## src/inc/rsl_pkg.sv

```systemverilog
// shared constants, types and helpers of the reset source logic
package rsl_pkg;

    // ==========================================
    // timing
    localparam int unsigned SYSCLK_KHZ = 20000;
    localparam int unsigned LOSS_TIME_US = 100;
    localparam int unsigned LOSS_CYC = (LOSS_TIME_US * SYSCLK_KHZ) / 1000;
    localparam int unsigned POR_DELAY_US = 300;
    localparam int unsigned POR_DELAY_CYC = (POR_DELAY_US * SYSCLK_KHZ + 999) / 1000;
    localparam int unsigned CNT_W = 13;
    typedef logic [CNT_W-1:0] rsl_cnt_t;

    // ==========================================
    // register indices, byte address is four times the index
    localparam logic [9:0] IDX_SMC = 10'h0FF;
    localparam logic [9:0] IDX_RSS = 10'h0EF;
    localparam logic [9:0] IDX_IRQ_STAT = 10'h0F0;
    localparam logic [9:0] IDX_IRQ_CLR = 10'h0F1;
    localparam logic [9:0] IDX_IRQ_EN = 10'h0F2;

    // ==========================================
    // field positions
    localparam int SMC_EN_BIT = 7;
    localparam int SMC_STAT_BIT = 6;
    localparam int RSS_PIN_BIT = 0;
    localparam int RSS_POR_BIT = 1;
    localparam int RSS_LOSS_BIT = 2;
    localparam int RSS_SW_BIT = 4;
    localparam int RSS_CMP_BIT = 5;
    localparam int IRQ_W = 3;
    localparam int IRQ_SUPPLY_BIT = 0;
    localparam int IRQ_CMP_BIT = 1;
    localparam int IRQ_LOSS_BIT = 2;

    // ==========================================
    // values after reset
    localparam logic MON_EN_RST = 1'b0;
    localparam logic SEL_RST = 1'b0;
    localparam logic [5:0] RSS_FLAGS_RST = 6'h00;
    localparam logic [IRQ_W-1:0] IRQ_RST = 3'h0;

    // ==========================================
    // states and reset causes, causes listed from highest priority
    typedef enum logic [1:0] {ST_POR, ST_RUN, ST_HOLD} rsl_state_t;
    typedef enum logic [2:0] {
        CAUSE_NONE, CAUSE_SUPPLY, CAUSE_PIN, CAUSE_LOSS, CAUSE_CMP, CAUSE_SW
    } rsl_cause_t;

    function automatic logic word_hit(input logic [11:0] addr, input logic [9:0] idx);
        return (addr[11:2] == idx) && (addr[1:0] == 2'h0);
    endfunction

endpackage

```

## src/logic/rsl_clock_loss.sv

```systemverilog
// repeating timeout detector for a clock that stops at one level, pulses again every hold count while stopped
`timescale 1ns/1ps
module rsl_clock_loss (
    input wire logic sys_clk_i,
    input wire logic rst_b_i,
    input wire logic ce_i,
    input wire logic enable_i,
    input wire logic mon_clk_i,
    output logic timeout_o
);

    rsl_pkg::rsl_cnt_t cnt;
    rsl_pkg::rsl_cnt_t next_cnt;
    logic last_lvl;
    logic next_last_lvl;
    logic next_timeout;

    // ==========================================
    // level hold counter
    always_comb
    begin
        next_last_lvl = mon_clk_i;
        next_timeout = 1'b0;
        next_cnt = cnt;
        if (!enable_i || (mon_clk_i != last_lvl))
        begin
            next_cnt = '0;
        end
        else if (cnt == rsl_pkg::rsl_cnt_t'(rsl_pkg::LOSS_CYC))
        begin
            next_cnt = '0;
            next_timeout = 1'b1;
        end
        else
        begin
            next_cnt = cnt + 1'b1;
        end
    end

    always_ff @(posedge sys_clk_i or negedge rst_b_i)
    begin
        if (!rst_b_i)
        begin
            cnt <= '0;
            last_lvl <= 1'b0;
            timeout_o <= 1'b0;
        end
        else if (ce_i)
        begin
            cnt <= next_cnt;
            last_lvl <= next_last_lvl;
            timeout_o <= next_timeout;
        end
    end
endmodule

```

## src/logic/rsl_reset_source_logic.sv

```systemverilog
// reset source logic with apb registers
// ==========================================
// How it works
// - enabled, selected supply monitor low drives reset pin low and holds core reset
// - power-on reset forces the supply monitor enable off
// - other resets leave the supply monitor enable untouched
// - no power-on release delay after a supply monitor reset
// - supply level status bit mirrors monitor output live
// - low external reset pin resets the device
// - pin reset flag set after a pin caused reset
// - enabled detector resets when the watched clock holds one level 100 us
// - clock loss flag reads 1 only after clock loss reset
// - writing clock loss flag position enables or disables the detector
// - clock loss and comparator resets leave the reset pin alone
// - writing 1 at comparator flag position selects comparator as source
// - selected comparator holds reset while its output is low
// - comparator flag reads 1 only after comparator reset
// - power-on flag set after power-on and supply monitor resets, cleared by other resets
// - writing 1 to software reset flag forces reset, flag then reads 1
//
// The APB register port is this design's own decision.
`timescale 1ns/1ps
module rsl_reset_source_logic #(
    parameter int unsigned POR_DELAY_CYC = rsl_pkg::POR_DELAY_CYC
) (
    input wire logic sys_clk_i,
    input wire logic rst_b_i,
    input wire logic ce_i,
    input wire logic psel_i,
    input wire logic penable_i,
    input wire logic pwrite_i,
    input wire logic [11:0] paddr_i,
    input wire logic [31:0] pwdata_i,
    output logic [31:0] prdata_o,
    output logic pready_o,
    output logic pslverr_o,
    input wire logic supply_ok_i,
    input wire logic pin_rst_b_i,
    input wire logic cmp_out_i,
    input wire logic mon_clk_i,
    output logic sys_rst_b_o,
    output logic rst_pin_o,
    output logic rst_pin_oe_o,
    output logic irq_o
);

    rsl_pkg::rsl_state_t state;
    rsl_pkg::rsl_state_t next_state;
    rsl_pkg::rsl_cause_t cause;
    rsl_pkg::rsl_cause_t next_cause;
    rsl_pkg::rsl_cause_t hit_cause;
    rsl_pkg::rsl_cnt_t cnt;
    rsl_pkg::rsl_cnt_t next_cnt;
    logic [5:0] rss_flags;
    logic [5:0] next_rss_flags;
    logic next_sys_rst_b;
    logic next_pin_oe;
    logic mon_en;
    logic next_mon_en;
    logic sup_sel;
    logic next_sup_sel;
    logic loss_en;
    logic next_loss_en;
    logic cmp_sel;
    logic next_cmp_sel;
    logic [31:0] next_prdata;
    logic [rsl_pkg::IRQ_W-1:0] irq_stat;
    logic [rsl_pkg::IRQ_W-1:0] next_irq_stat;
    logic [rsl_pkg::IRQ_W-1:0] irq_en;
    logic [rsl_pkg::IRQ_W-1:0] next_irq_en;
    logic [rsl_pkg::IRQ_W-1:0] irq_ev;
    logic [rsl_pkg::IRQ_W-1:0] irq_clr;
    logic sup_prev;
    logic cmp_prev;
    logic loss_pulse;
    logic setup;
    logic access;
    logic mapped;
    logic wr_smc;
    logic wr_rss;
    logic wr_en;
    logic wr_clr;
    logic sw_hit;
    logic rd_armed;
    logic next_rd_armed;

    // flag word shown after a reset of the given cause
    function automatic logic [5:0] flag_word(input rsl_pkg::rsl_cause_t c);
        logic [5:0] f;
        f = 6'h00;
        unique case (c)
            rsl_pkg::CAUSE_SUPPLY: f[rsl_pkg::RSS_POR_BIT] = 1'b1;
            rsl_pkg::CAUSE_PIN: f[rsl_pkg::RSS_PIN_BIT] = 1'b1;
            rsl_pkg::CAUSE_LOSS: f[rsl_pkg::RSS_LOSS_BIT] = 1'b1;
            rsl_pkg::CAUSE_CMP: f[rsl_pkg::RSS_CMP_BIT] = 1'b1;
            rsl_pkg::CAUSE_SW: f[rsl_pkg::RSS_SW_BIT] = 1'b1;
            rsl_pkg::CAUSE_NONE: f = 6'h00;
            default: f = 6'h00;
        endcase
        return f;
    endfunction

    // ==========================================
    // apb decode
    assign setup = psel_i && !penable_i;
    assign access = psel_i && penable_i;
    assign mapped = rsl_pkg::word_hit(paddr_i, rsl_pkg::IDX_SMC)
        || rsl_pkg::word_hit(paddr_i, rsl_pkg::IDX_RSS)
        || rsl_pkg::word_hit(paddr_i, rsl_pkg::IDX_IRQ_STAT)
        || rsl_pkg::word_hit(paddr_i, rsl_pkg::IDX_IRQ_CLR)
        || rsl_pkg::word_hit(paddr_i, rsl_pkg::IDX_IRQ_EN);
    // ready only once read data was loaded, so a stalled setup edge costs a wait state
    assign pready_o = access && ce_i && rd_armed;
    assign pslverr_o = pready_o && !mapped;
    assign wr_smc = pready_o && pwrite_i && rsl_pkg::word_hit(paddr_i, rsl_pkg::IDX_SMC);
    assign wr_rss = pready_o && pwrite_i && rsl_pkg::word_hit(paddr_i, rsl_pkg::IDX_RSS);
    assign wr_en = pready_o && pwrite_i && rsl_pkg::word_hit(paddr_i, rsl_pkg::IDX_IRQ_EN);
    assign wr_clr = pready_o && pwrite_i && rsl_pkg::word_hit(paddr_i, rsl_pkg::IDX_IRQ_CLR);
    assign sw_hit = wr_rss && pwdata_i[rsl_pkg::RSS_SW_BIT];

    // ==========================================
    // configuration and read data
    always_comb
    begin
        next_mon_en = mon_en;
        next_sup_sel = sup_sel;
        next_loss_en = loss_en;
        next_cmp_sel = cmp_sel;
        next_prdata = prdata_o;
        next_rd_armed = psel_i && !(access && rd_armed);
        if (state == rsl_pkg::ST_POR)
        begin
            next_mon_en = rsl_pkg::MON_EN_RST;
        end
        else if (wr_smc)
        begin
            next_mon_en = pwdata_i[rsl_pkg::SMC_EN_BIT];
        end
        if (wr_rss)
        begin
            next_sup_sel = pwdata_i[rsl_pkg::RSS_POR_BIT];
            next_loss_en = pwdata_i[rsl_pkg::RSS_LOSS_BIT];
            next_cmp_sel = pwdata_i[rsl_pkg::RSS_CMP_BIT];
        end
        if (psel_i && !rd_armed)
        begin
            next_prdata = 32'h00000000;
            if (rsl_pkg::word_hit(paddr_i, rsl_pkg::IDX_SMC))
            begin
                next_prdata[rsl_pkg::SMC_EN_BIT] = mon_en;
                next_prdata[rsl_pkg::SMC_STAT_BIT] = supply_ok_i;
            end
            else if (rsl_pkg::word_hit(paddr_i, rsl_pkg::IDX_RSS))
            begin
                next_prdata[5:0] = rss_flags;
            end
            else if (rsl_pkg::word_hit(paddr_i, rsl_pkg::IDX_IRQ_STAT))
            begin
                next_prdata[rsl_pkg::IRQ_W-1:0] = irq_stat;
            end
            else if (rsl_pkg::word_hit(paddr_i, rsl_pkg::IDX_IRQ_EN))
            begin
                next_prdata[rsl_pkg::IRQ_W-1:0] = irq_en;
            end
        end
    end

    always_ff @(posedge sys_clk_i or negedge rst_b_i)
    begin
        if (!rst_b_i)
        begin
            mon_en <= rsl_pkg::MON_EN_RST;
            sup_sel <= rsl_pkg::SEL_RST;
            loss_en <= rsl_pkg::SEL_RST;
            cmp_sel <= rsl_pkg::SEL_RST;
            prdata_o <= 32'h00000000;
            rd_armed <= 1'b0;
        end
        else if (ce_i)
        begin
            mon_en <= next_mon_en;
            sup_sel <= next_sup_sel;
            loss_en <= next_loss_en;
            cmp_sel <= next_cmp_sel;
            prdata_o <= next_prdata;
            rd_armed <= next_rd_armed;
        end
    end

    // ==========================================
    // clock loss detector
    rsl_clock_loss u_loss (
        .sys_clk_i(sys_clk_i),
        .rst_b_i(rst_b_i),
        .ce_i(ce_i),
        .enable_i(loss_en),
        .mon_clk_i(mon_clk_i),
        .timeout_o(loss_pulse)
    );

    // ==========================================
    // reset sequencer
    always_comb
    begin
        hit_cause = rsl_pkg::CAUSE_NONE;
        if (mon_en && sup_sel && !supply_ok_i)
        begin
            hit_cause = rsl_pkg::CAUSE_SUPPLY;
        end
        else if (!pin_rst_b_i && !rst_pin_oe_o) // own pull-down reads back low
        begin
            hit_cause = rsl_pkg::CAUSE_PIN;
        end
        else if (loss_pulse)
        begin
            hit_cause = rsl_pkg::CAUSE_LOSS;
        end
        else if (cmp_sel && !cmp_out_i)
        begin
            hit_cause = rsl_pkg::CAUSE_CMP;
        end
        else if (sw_hit)
        begin
            hit_cause = rsl_pkg::CAUSE_SW;
        end
    end

    always_comb
    begin
        next_state = state;
        next_cause = cause;
        next_cnt = cnt;
        next_rss_flags = rss_flags;
        unique case (state)
            rsl_pkg::ST_POR:
            begin
                if (cnt == rsl_pkg::rsl_cnt_t'(POR_DELAY_CYC - 1))
                begin
                    next_state = rsl_pkg::ST_RUN;
                    next_cnt = '0;
                    next_rss_flags = flag_word(rsl_pkg::CAUSE_SUPPLY);
                end
                else
                begin
                    next_cnt = cnt + 1'b1;
                end
            end
            rsl_pkg::ST_RUN:
            begin
                if (hit_cause != rsl_pkg::CAUSE_NONE)
                begin
                    next_state = rsl_pkg::ST_HOLD;
                    next_cause = hit_cause;
                end
            end
            rsl_pkg::ST_HOLD:
            begin
                if (hit_cause != rsl_pkg::CAUSE_NONE)
                begin
                    if (hit_cause < cause)
                    begin
                        next_cause = hit_cause;
                    end
                end
                else
                begin
                    next_state = rsl_pkg::ST_RUN;
                    next_rss_flags = flag_word(cause);
                end
            end
            default:
            begin
                next_state = rsl_pkg::ST_POR;
            end
        endcase
        next_sys_rst_b = (next_state == rsl_pkg::ST_RUN);
        next_pin_oe = (next_state == rsl_pkg::ST_POR)
            || ((next_state == rsl_pkg::ST_HOLD)
            && (next_cause == rsl_pkg::CAUSE_SUPPLY));
    end

    always_ff @(posedge sys_clk_i or negedge rst_b_i)
    begin
        if (!rst_b_i)
        begin
            state <= rsl_pkg::ST_POR;
            cause <= rsl_pkg::CAUSE_NONE;
            cnt <= '0;
            rss_flags <= rsl_pkg::RSS_FLAGS_RST;
            sys_rst_b_o <= 1'b0;
            rst_pin_oe_o <= 1'b1;
        end
        else if (ce_i)
        begin
            state <= next_state;
            cause <= next_cause;
            cnt <= next_cnt;
            rss_flags <= next_rss_flags;
            sys_rst_b_o <= next_sys_rst_b;
            rst_pin_oe_o <= next_pin_oe;
        end
    end

    // open drain pin only ever pulls low
    assign rst_pin_o = 1'b0;

    // ==========================================
    // interrupt status
    assign irq_ev = {loss_pulse, cmp_prev && !cmp_out_i, sup_prev && !supply_ok_i};
    assign irq_clr = wr_clr ? pwdata_i[rsl_pkg::IRQ_W-1:0] : rsl_pkg::IRQ_RST;

    always_comb
    begin
        next_irq_stat = (irq_stat & ~irq_clr) | irq_ev;
        next_irq_en = wr_en ? pwdata_i[rsl_pkg::IRQ_W-1:0] : irq_en;
    end

    always_ff @(posedge sys_clk_i or negedge rst_b_i)
    begin
        if (!rst_b_i)
        begin
            irq_stat <= rsl_pkg::IRQ_RST;
            irq_en <= rsl_pkg::IRQ_RST;
            sup_prev <= 1'b0;
            cmp_prev <= 1'b0;
        end
        else if (ce_i)
        begin
            irq_stat <= next_irq_stat;
            irq_en <= next_irq_en;
            sup_prev <= supply_ok_i;
            cmp_prev <= cmp_out_i;
        end
    end

    assign irq_o = |(irq_stat & irq_en);
endmodule

```

## config.mk

```make
export PLATFORM = sky130hd
export DESIGN_NAME = rsl_reset_source_logic
export DESIGN_NICKNAME = d
export VERILOG_FILES = /design/src/inc/rsl_pkg.sv /design/src/logic/rsl_clock_loss.sv /design/src/logic/rsl_reset_source_logic.sv
export SDC_FILE = /design/constraint.sdc
export NUM_CORES = 1
export LEC_CHECK = 0
export BUFFER_PORTS_ARGS = -buffer_cell sky130_fd_sc_hd__buf_2
export CELL_PAD_IN_SITES_DETAIL_PLACEMENT = 1
export CELL_PAD_IN_SITES_GLOBAL_PLACEMENT = 1
export CORE_ASPECT_RATIO = 0.7
export CORE_MARGIN = 2
export CORE_UTILIZATION = 36
export DETAILED_ROUTE_END_ITERATION = 7
export PLACE_DENSITY = 0.83
export SYNTH_ARGS = -nofsm -noshare
export SYNTH_HDL_FRONTEND = slang
export SYNTH_SLANG_ARGS = --single-unit
```

## constraint.sdc

```tcl
create_clock -name sys_clk_i -period 2.23 [get_ports sys_clk_i]
set_input_delay 0.223 -clock sys_clk_i [delete_from_list [all_inputs] [get_ports sys_clk_i]]
set_output_delay 0.223 -clock sys_clk_i [all_outputs]
set_load 0.1 [all_outputs]
```

==> out/results.tsv <==
metric	value	unit
Initial DRC Count	113	
WS Path Type	flip-flop to flip-flop	
Starting Density	36.6	%
post-synthesis simple-gate area fraction	20.2	%
status	finished with violations	
# IOs	92	
antenna diode count	0	
total track usage	20.9	%
internal power	2.66	mW
largest family of logic cells by synthesized area	simple AND/OR/NAND/NOR gates	
TNS Setup	-0.981	ns
number of flops mapped to enable cells by yosys	0	
via count	3259	
GRT met1 Usage	26.1	%
Netlist Area Pre-Place	3520	um^2
power share of the combinational group	40.1	%
XOR/XNOR Fraction of Synth Area	3.23	%
WP data required	2.49	ns
CTS Buf Count	9	
main area contributors after synthesis	dfrtp_1 (42%), o21ai_0 (5.5%), buf_4 (5.5%)	
fin crit period	2.56	ns
H-tree levels	3	
share of cells above drive strength 1	29.0	%
placement-stage cell area	4070	um^2
Synth Area in Compound Gates	17.1	%
worst reg2reg startpoint	rd_armed	
post-place setup slack	-0.576	ns
Seq pwr share	30.8	%
NetSw	1.77	mW
synth unique cells	60	
met2 usage in global routing	35.3	%
Hold Startpoint	pwdata_i[0]	
cell count after synthesis	387	
total of fill cells in the finished design	1153	
worst reg-to-reg path cell count	13	
drt pass-1 iters	4	
Die X	122	um
DRT Wirelength	11100	um
Leakage	2.09	nW
clk root buf	clkbuf_16	
final setup margin	-0.327	ns
Post-synth ARST share	100	%
RSZ-0062 raised after global routing	yes	
switching share of power	40.0	%
initial antenna violation count	0	
Most Crowded Layer GR	met2	
hpwl dp	7540	um
Critical Path Slowest Stage Cell	dfrtp_1	
critical-path cell list	and4_4 > and4b_1 > nand2_2 > a21oi_4 > ha_4 > nand2_4 > buf_4 > buf_4 > a31oi_1 > a311o_1 > o221ai_2 > a31oi_1 > o22ai_1	
Worst Hold End	irq_en[0]	
Worst setup SP type	flip-flop	
Die Span Y	86.7	um
Crit Path Max Fanout	3	
pwr dens	979	nW/um^2
vias in the first global route	3333	
VDD IR-drop max	0.399	mV
Worst EP arrival	2.81	ns
delay-heaviest family, CP	compound AO/OA/AOI/OAI gates	
met3 usage	5.33	%
number of remaining DRC errors	0	
Buf/Inv on CP	2	
Final Cycle Share	115	%
# rows	30	
antenna-violating nets left	0	
post-synthesis sequential element count	60	
Slew headroom	56.3	%
post-synthesis mux area share	4.37	%
design area	4530	um^2
Port Buf Inserts	39	
clock latency on the worst-skew pair	0.33	ns
post-synthesis adder-cell area fraction	3.20	%
largest net degree at the start of global routing	46	
die area	10600	um^2
CP max stage delay	0.36	ns
Syn. warnings	0	
dominant synthesized flop cell	dfrtp_1	
Hold Crit Depth	2	
remaining global-route overflow	0	
Sink Count	60	
final estimated routing congestion in global placement	0.893	
hold violation total from the final report	0	
internal reg-to-reg setup slack	-0.33	ns
area leader, netlist	dfrtp_1	
failing checks	setup timing	
top cell type's share of synthesized area	41.9	%
Finished Layout Cells	608	
placed instance count	583	
synth cell count leaders	dfrtp_1 (59), nand2_1 (51), o21ai_0 (39)	
worst flop-to-flop path endpoint	rst_pin_oe_o	
clock buffer depth	2	
first-pass GRT wire length	17100	um
vias per cell	5.36	
wire per inst	18.2	um
Syn Area/Cell	9.10	um^2
nets@finish	538	
most common cell in the synthesized netlist	dfrtp_1	
max-slew violations	0	
max frequency	391	MHz
CTS tree	done	
sequential area share after synthesis	42.7	%
Clock Skew	0.00386	ns
Clock Power Share	29.1	%
Worst-path clk slew	0.05	ns
CP Capture Type	flip-flop	
Area Overhead vs Synth	28.6	%
Max-Cap Viols	0	
Hold Crit Class	input port to flip-flop	
Final setup viols	4	
Power Total	4.43	mW
Core ar.	9610	um^2
Tightest Pin Transition	0.649	ns
[worst max-delay path by stage]
stage | startpoint | to | slack (ns) | cells past startpoint
after floorplan | rd_armed | rst_pin_oe_o | -0.35 | 11
after global placement | paddr_i[11] | rst_pin_oe_o | -0.39 | 12
after detailed placement | paddr_i[11] | rst_pin_oe_o | -0.58 | 13
final | rd_armed | rst_pin_oe_o | -0.33 | 13
after CTS | rd_armed | rst_pin_oe_o | -0.15 | 12
after global routing | rd_armed | rst_pin_oe_o | -0.46 | 13
[per-layer routing]
metal  wire length [um]  share of wire [%]
met1               4740                 43
met2               5560                 50
met3                487                4.4
met4                272                2.5
met5                  0                  0
[repair_timing]
| action | CTS | global route |
|---|---|---|
| gates resized for setup | 10 | 10 |
| setup buffers | 2 | 6 |
| endpoints found under the setup margin | 4 | 12 |
| hold endpoints to repair | 22 | 0 |
| pin swaps | 1 | 18 |
| hold buffers | 1 | 0 |
[area by class of cell]
class / instances / area, um^2 / share of cell area (%)
Clock inverter: 2 / 10.0 / 0.221
Clock buffer: 14 / 264 / 5.83
Sequential cell: 60 / 1500 / 33.2
Tap cell: 128 / 160 / 3.54
Timing Repair Buffer: 89 / 589 / 13.0
Multi-Input combinational cell: 293 / 1920 / 42.4
Inverter: 22 / 82.6 / 1.82
[cell families (layout without fill, tap and decap cells)]
logic type / count (synthesis) / after routing
AND/OR/NAND/NOR: 137 / 137
AO/OA/AOI/OAI: 95 / 95
flip-flops: 60 / 60
buffers and inverters: 59 / 127
XOR/XNOR: 13 / 13
multiplexers: 13 / 13
adder cells (fa/ha/maj): 9 / 9
other: 1 / 26
[power by group through the flow]
stage | logic, mW | registers [mW] | clock network [mW]
final | 1.78 | 1.36 | 1.29
after global routing | 1.91 | 1.38 | 1.37
after CTS | 1.61 | 1.35 | 1.32
after detailed placement | 1.50 | 1.37 | 0
after global placement | 1.42 | 1.36 | 0
after floorplan | 0.934 | 1.47 | 0
[sequential cells by signal, indices dropped and copies added, names as in the netlist, 2 cells and up]
signal,cells
irq_en,3
rss_flags,5
state,2
cnt,13
irq_stat,3
cause,3
u_loss.cnt,13
prdata_o,7
[stage by stage]
step / util, % / hold WS (ns)
floorplan: - / -0.0726
global placement: 42.3 / 0.255
detailed placement: 42.3 / 0.262
CTS: 46.1 / 0.129
global route: 47.1 / 0.127
finish: 47.1 / 0.136
[cells in the final DEF (no fill, tap or decap), types with 4 or more instances in the layout]
cell type and count:
mux2_2 7, a31oi_1 4, conb_1 26, clkbuf_16 9
nand4_1 7, nand2b_1 4, ha_1 8, nand2_1 49
nor2_1 17, inv_1 22, o31ai_1 6, buf_2 39
o21ai_0 39, nand3_1 26, buf_4 47, dfrtp_1 59
xnor2_1 10, and3_1 7, a21oi_1 11
Power figures use the tool's default switching activity.
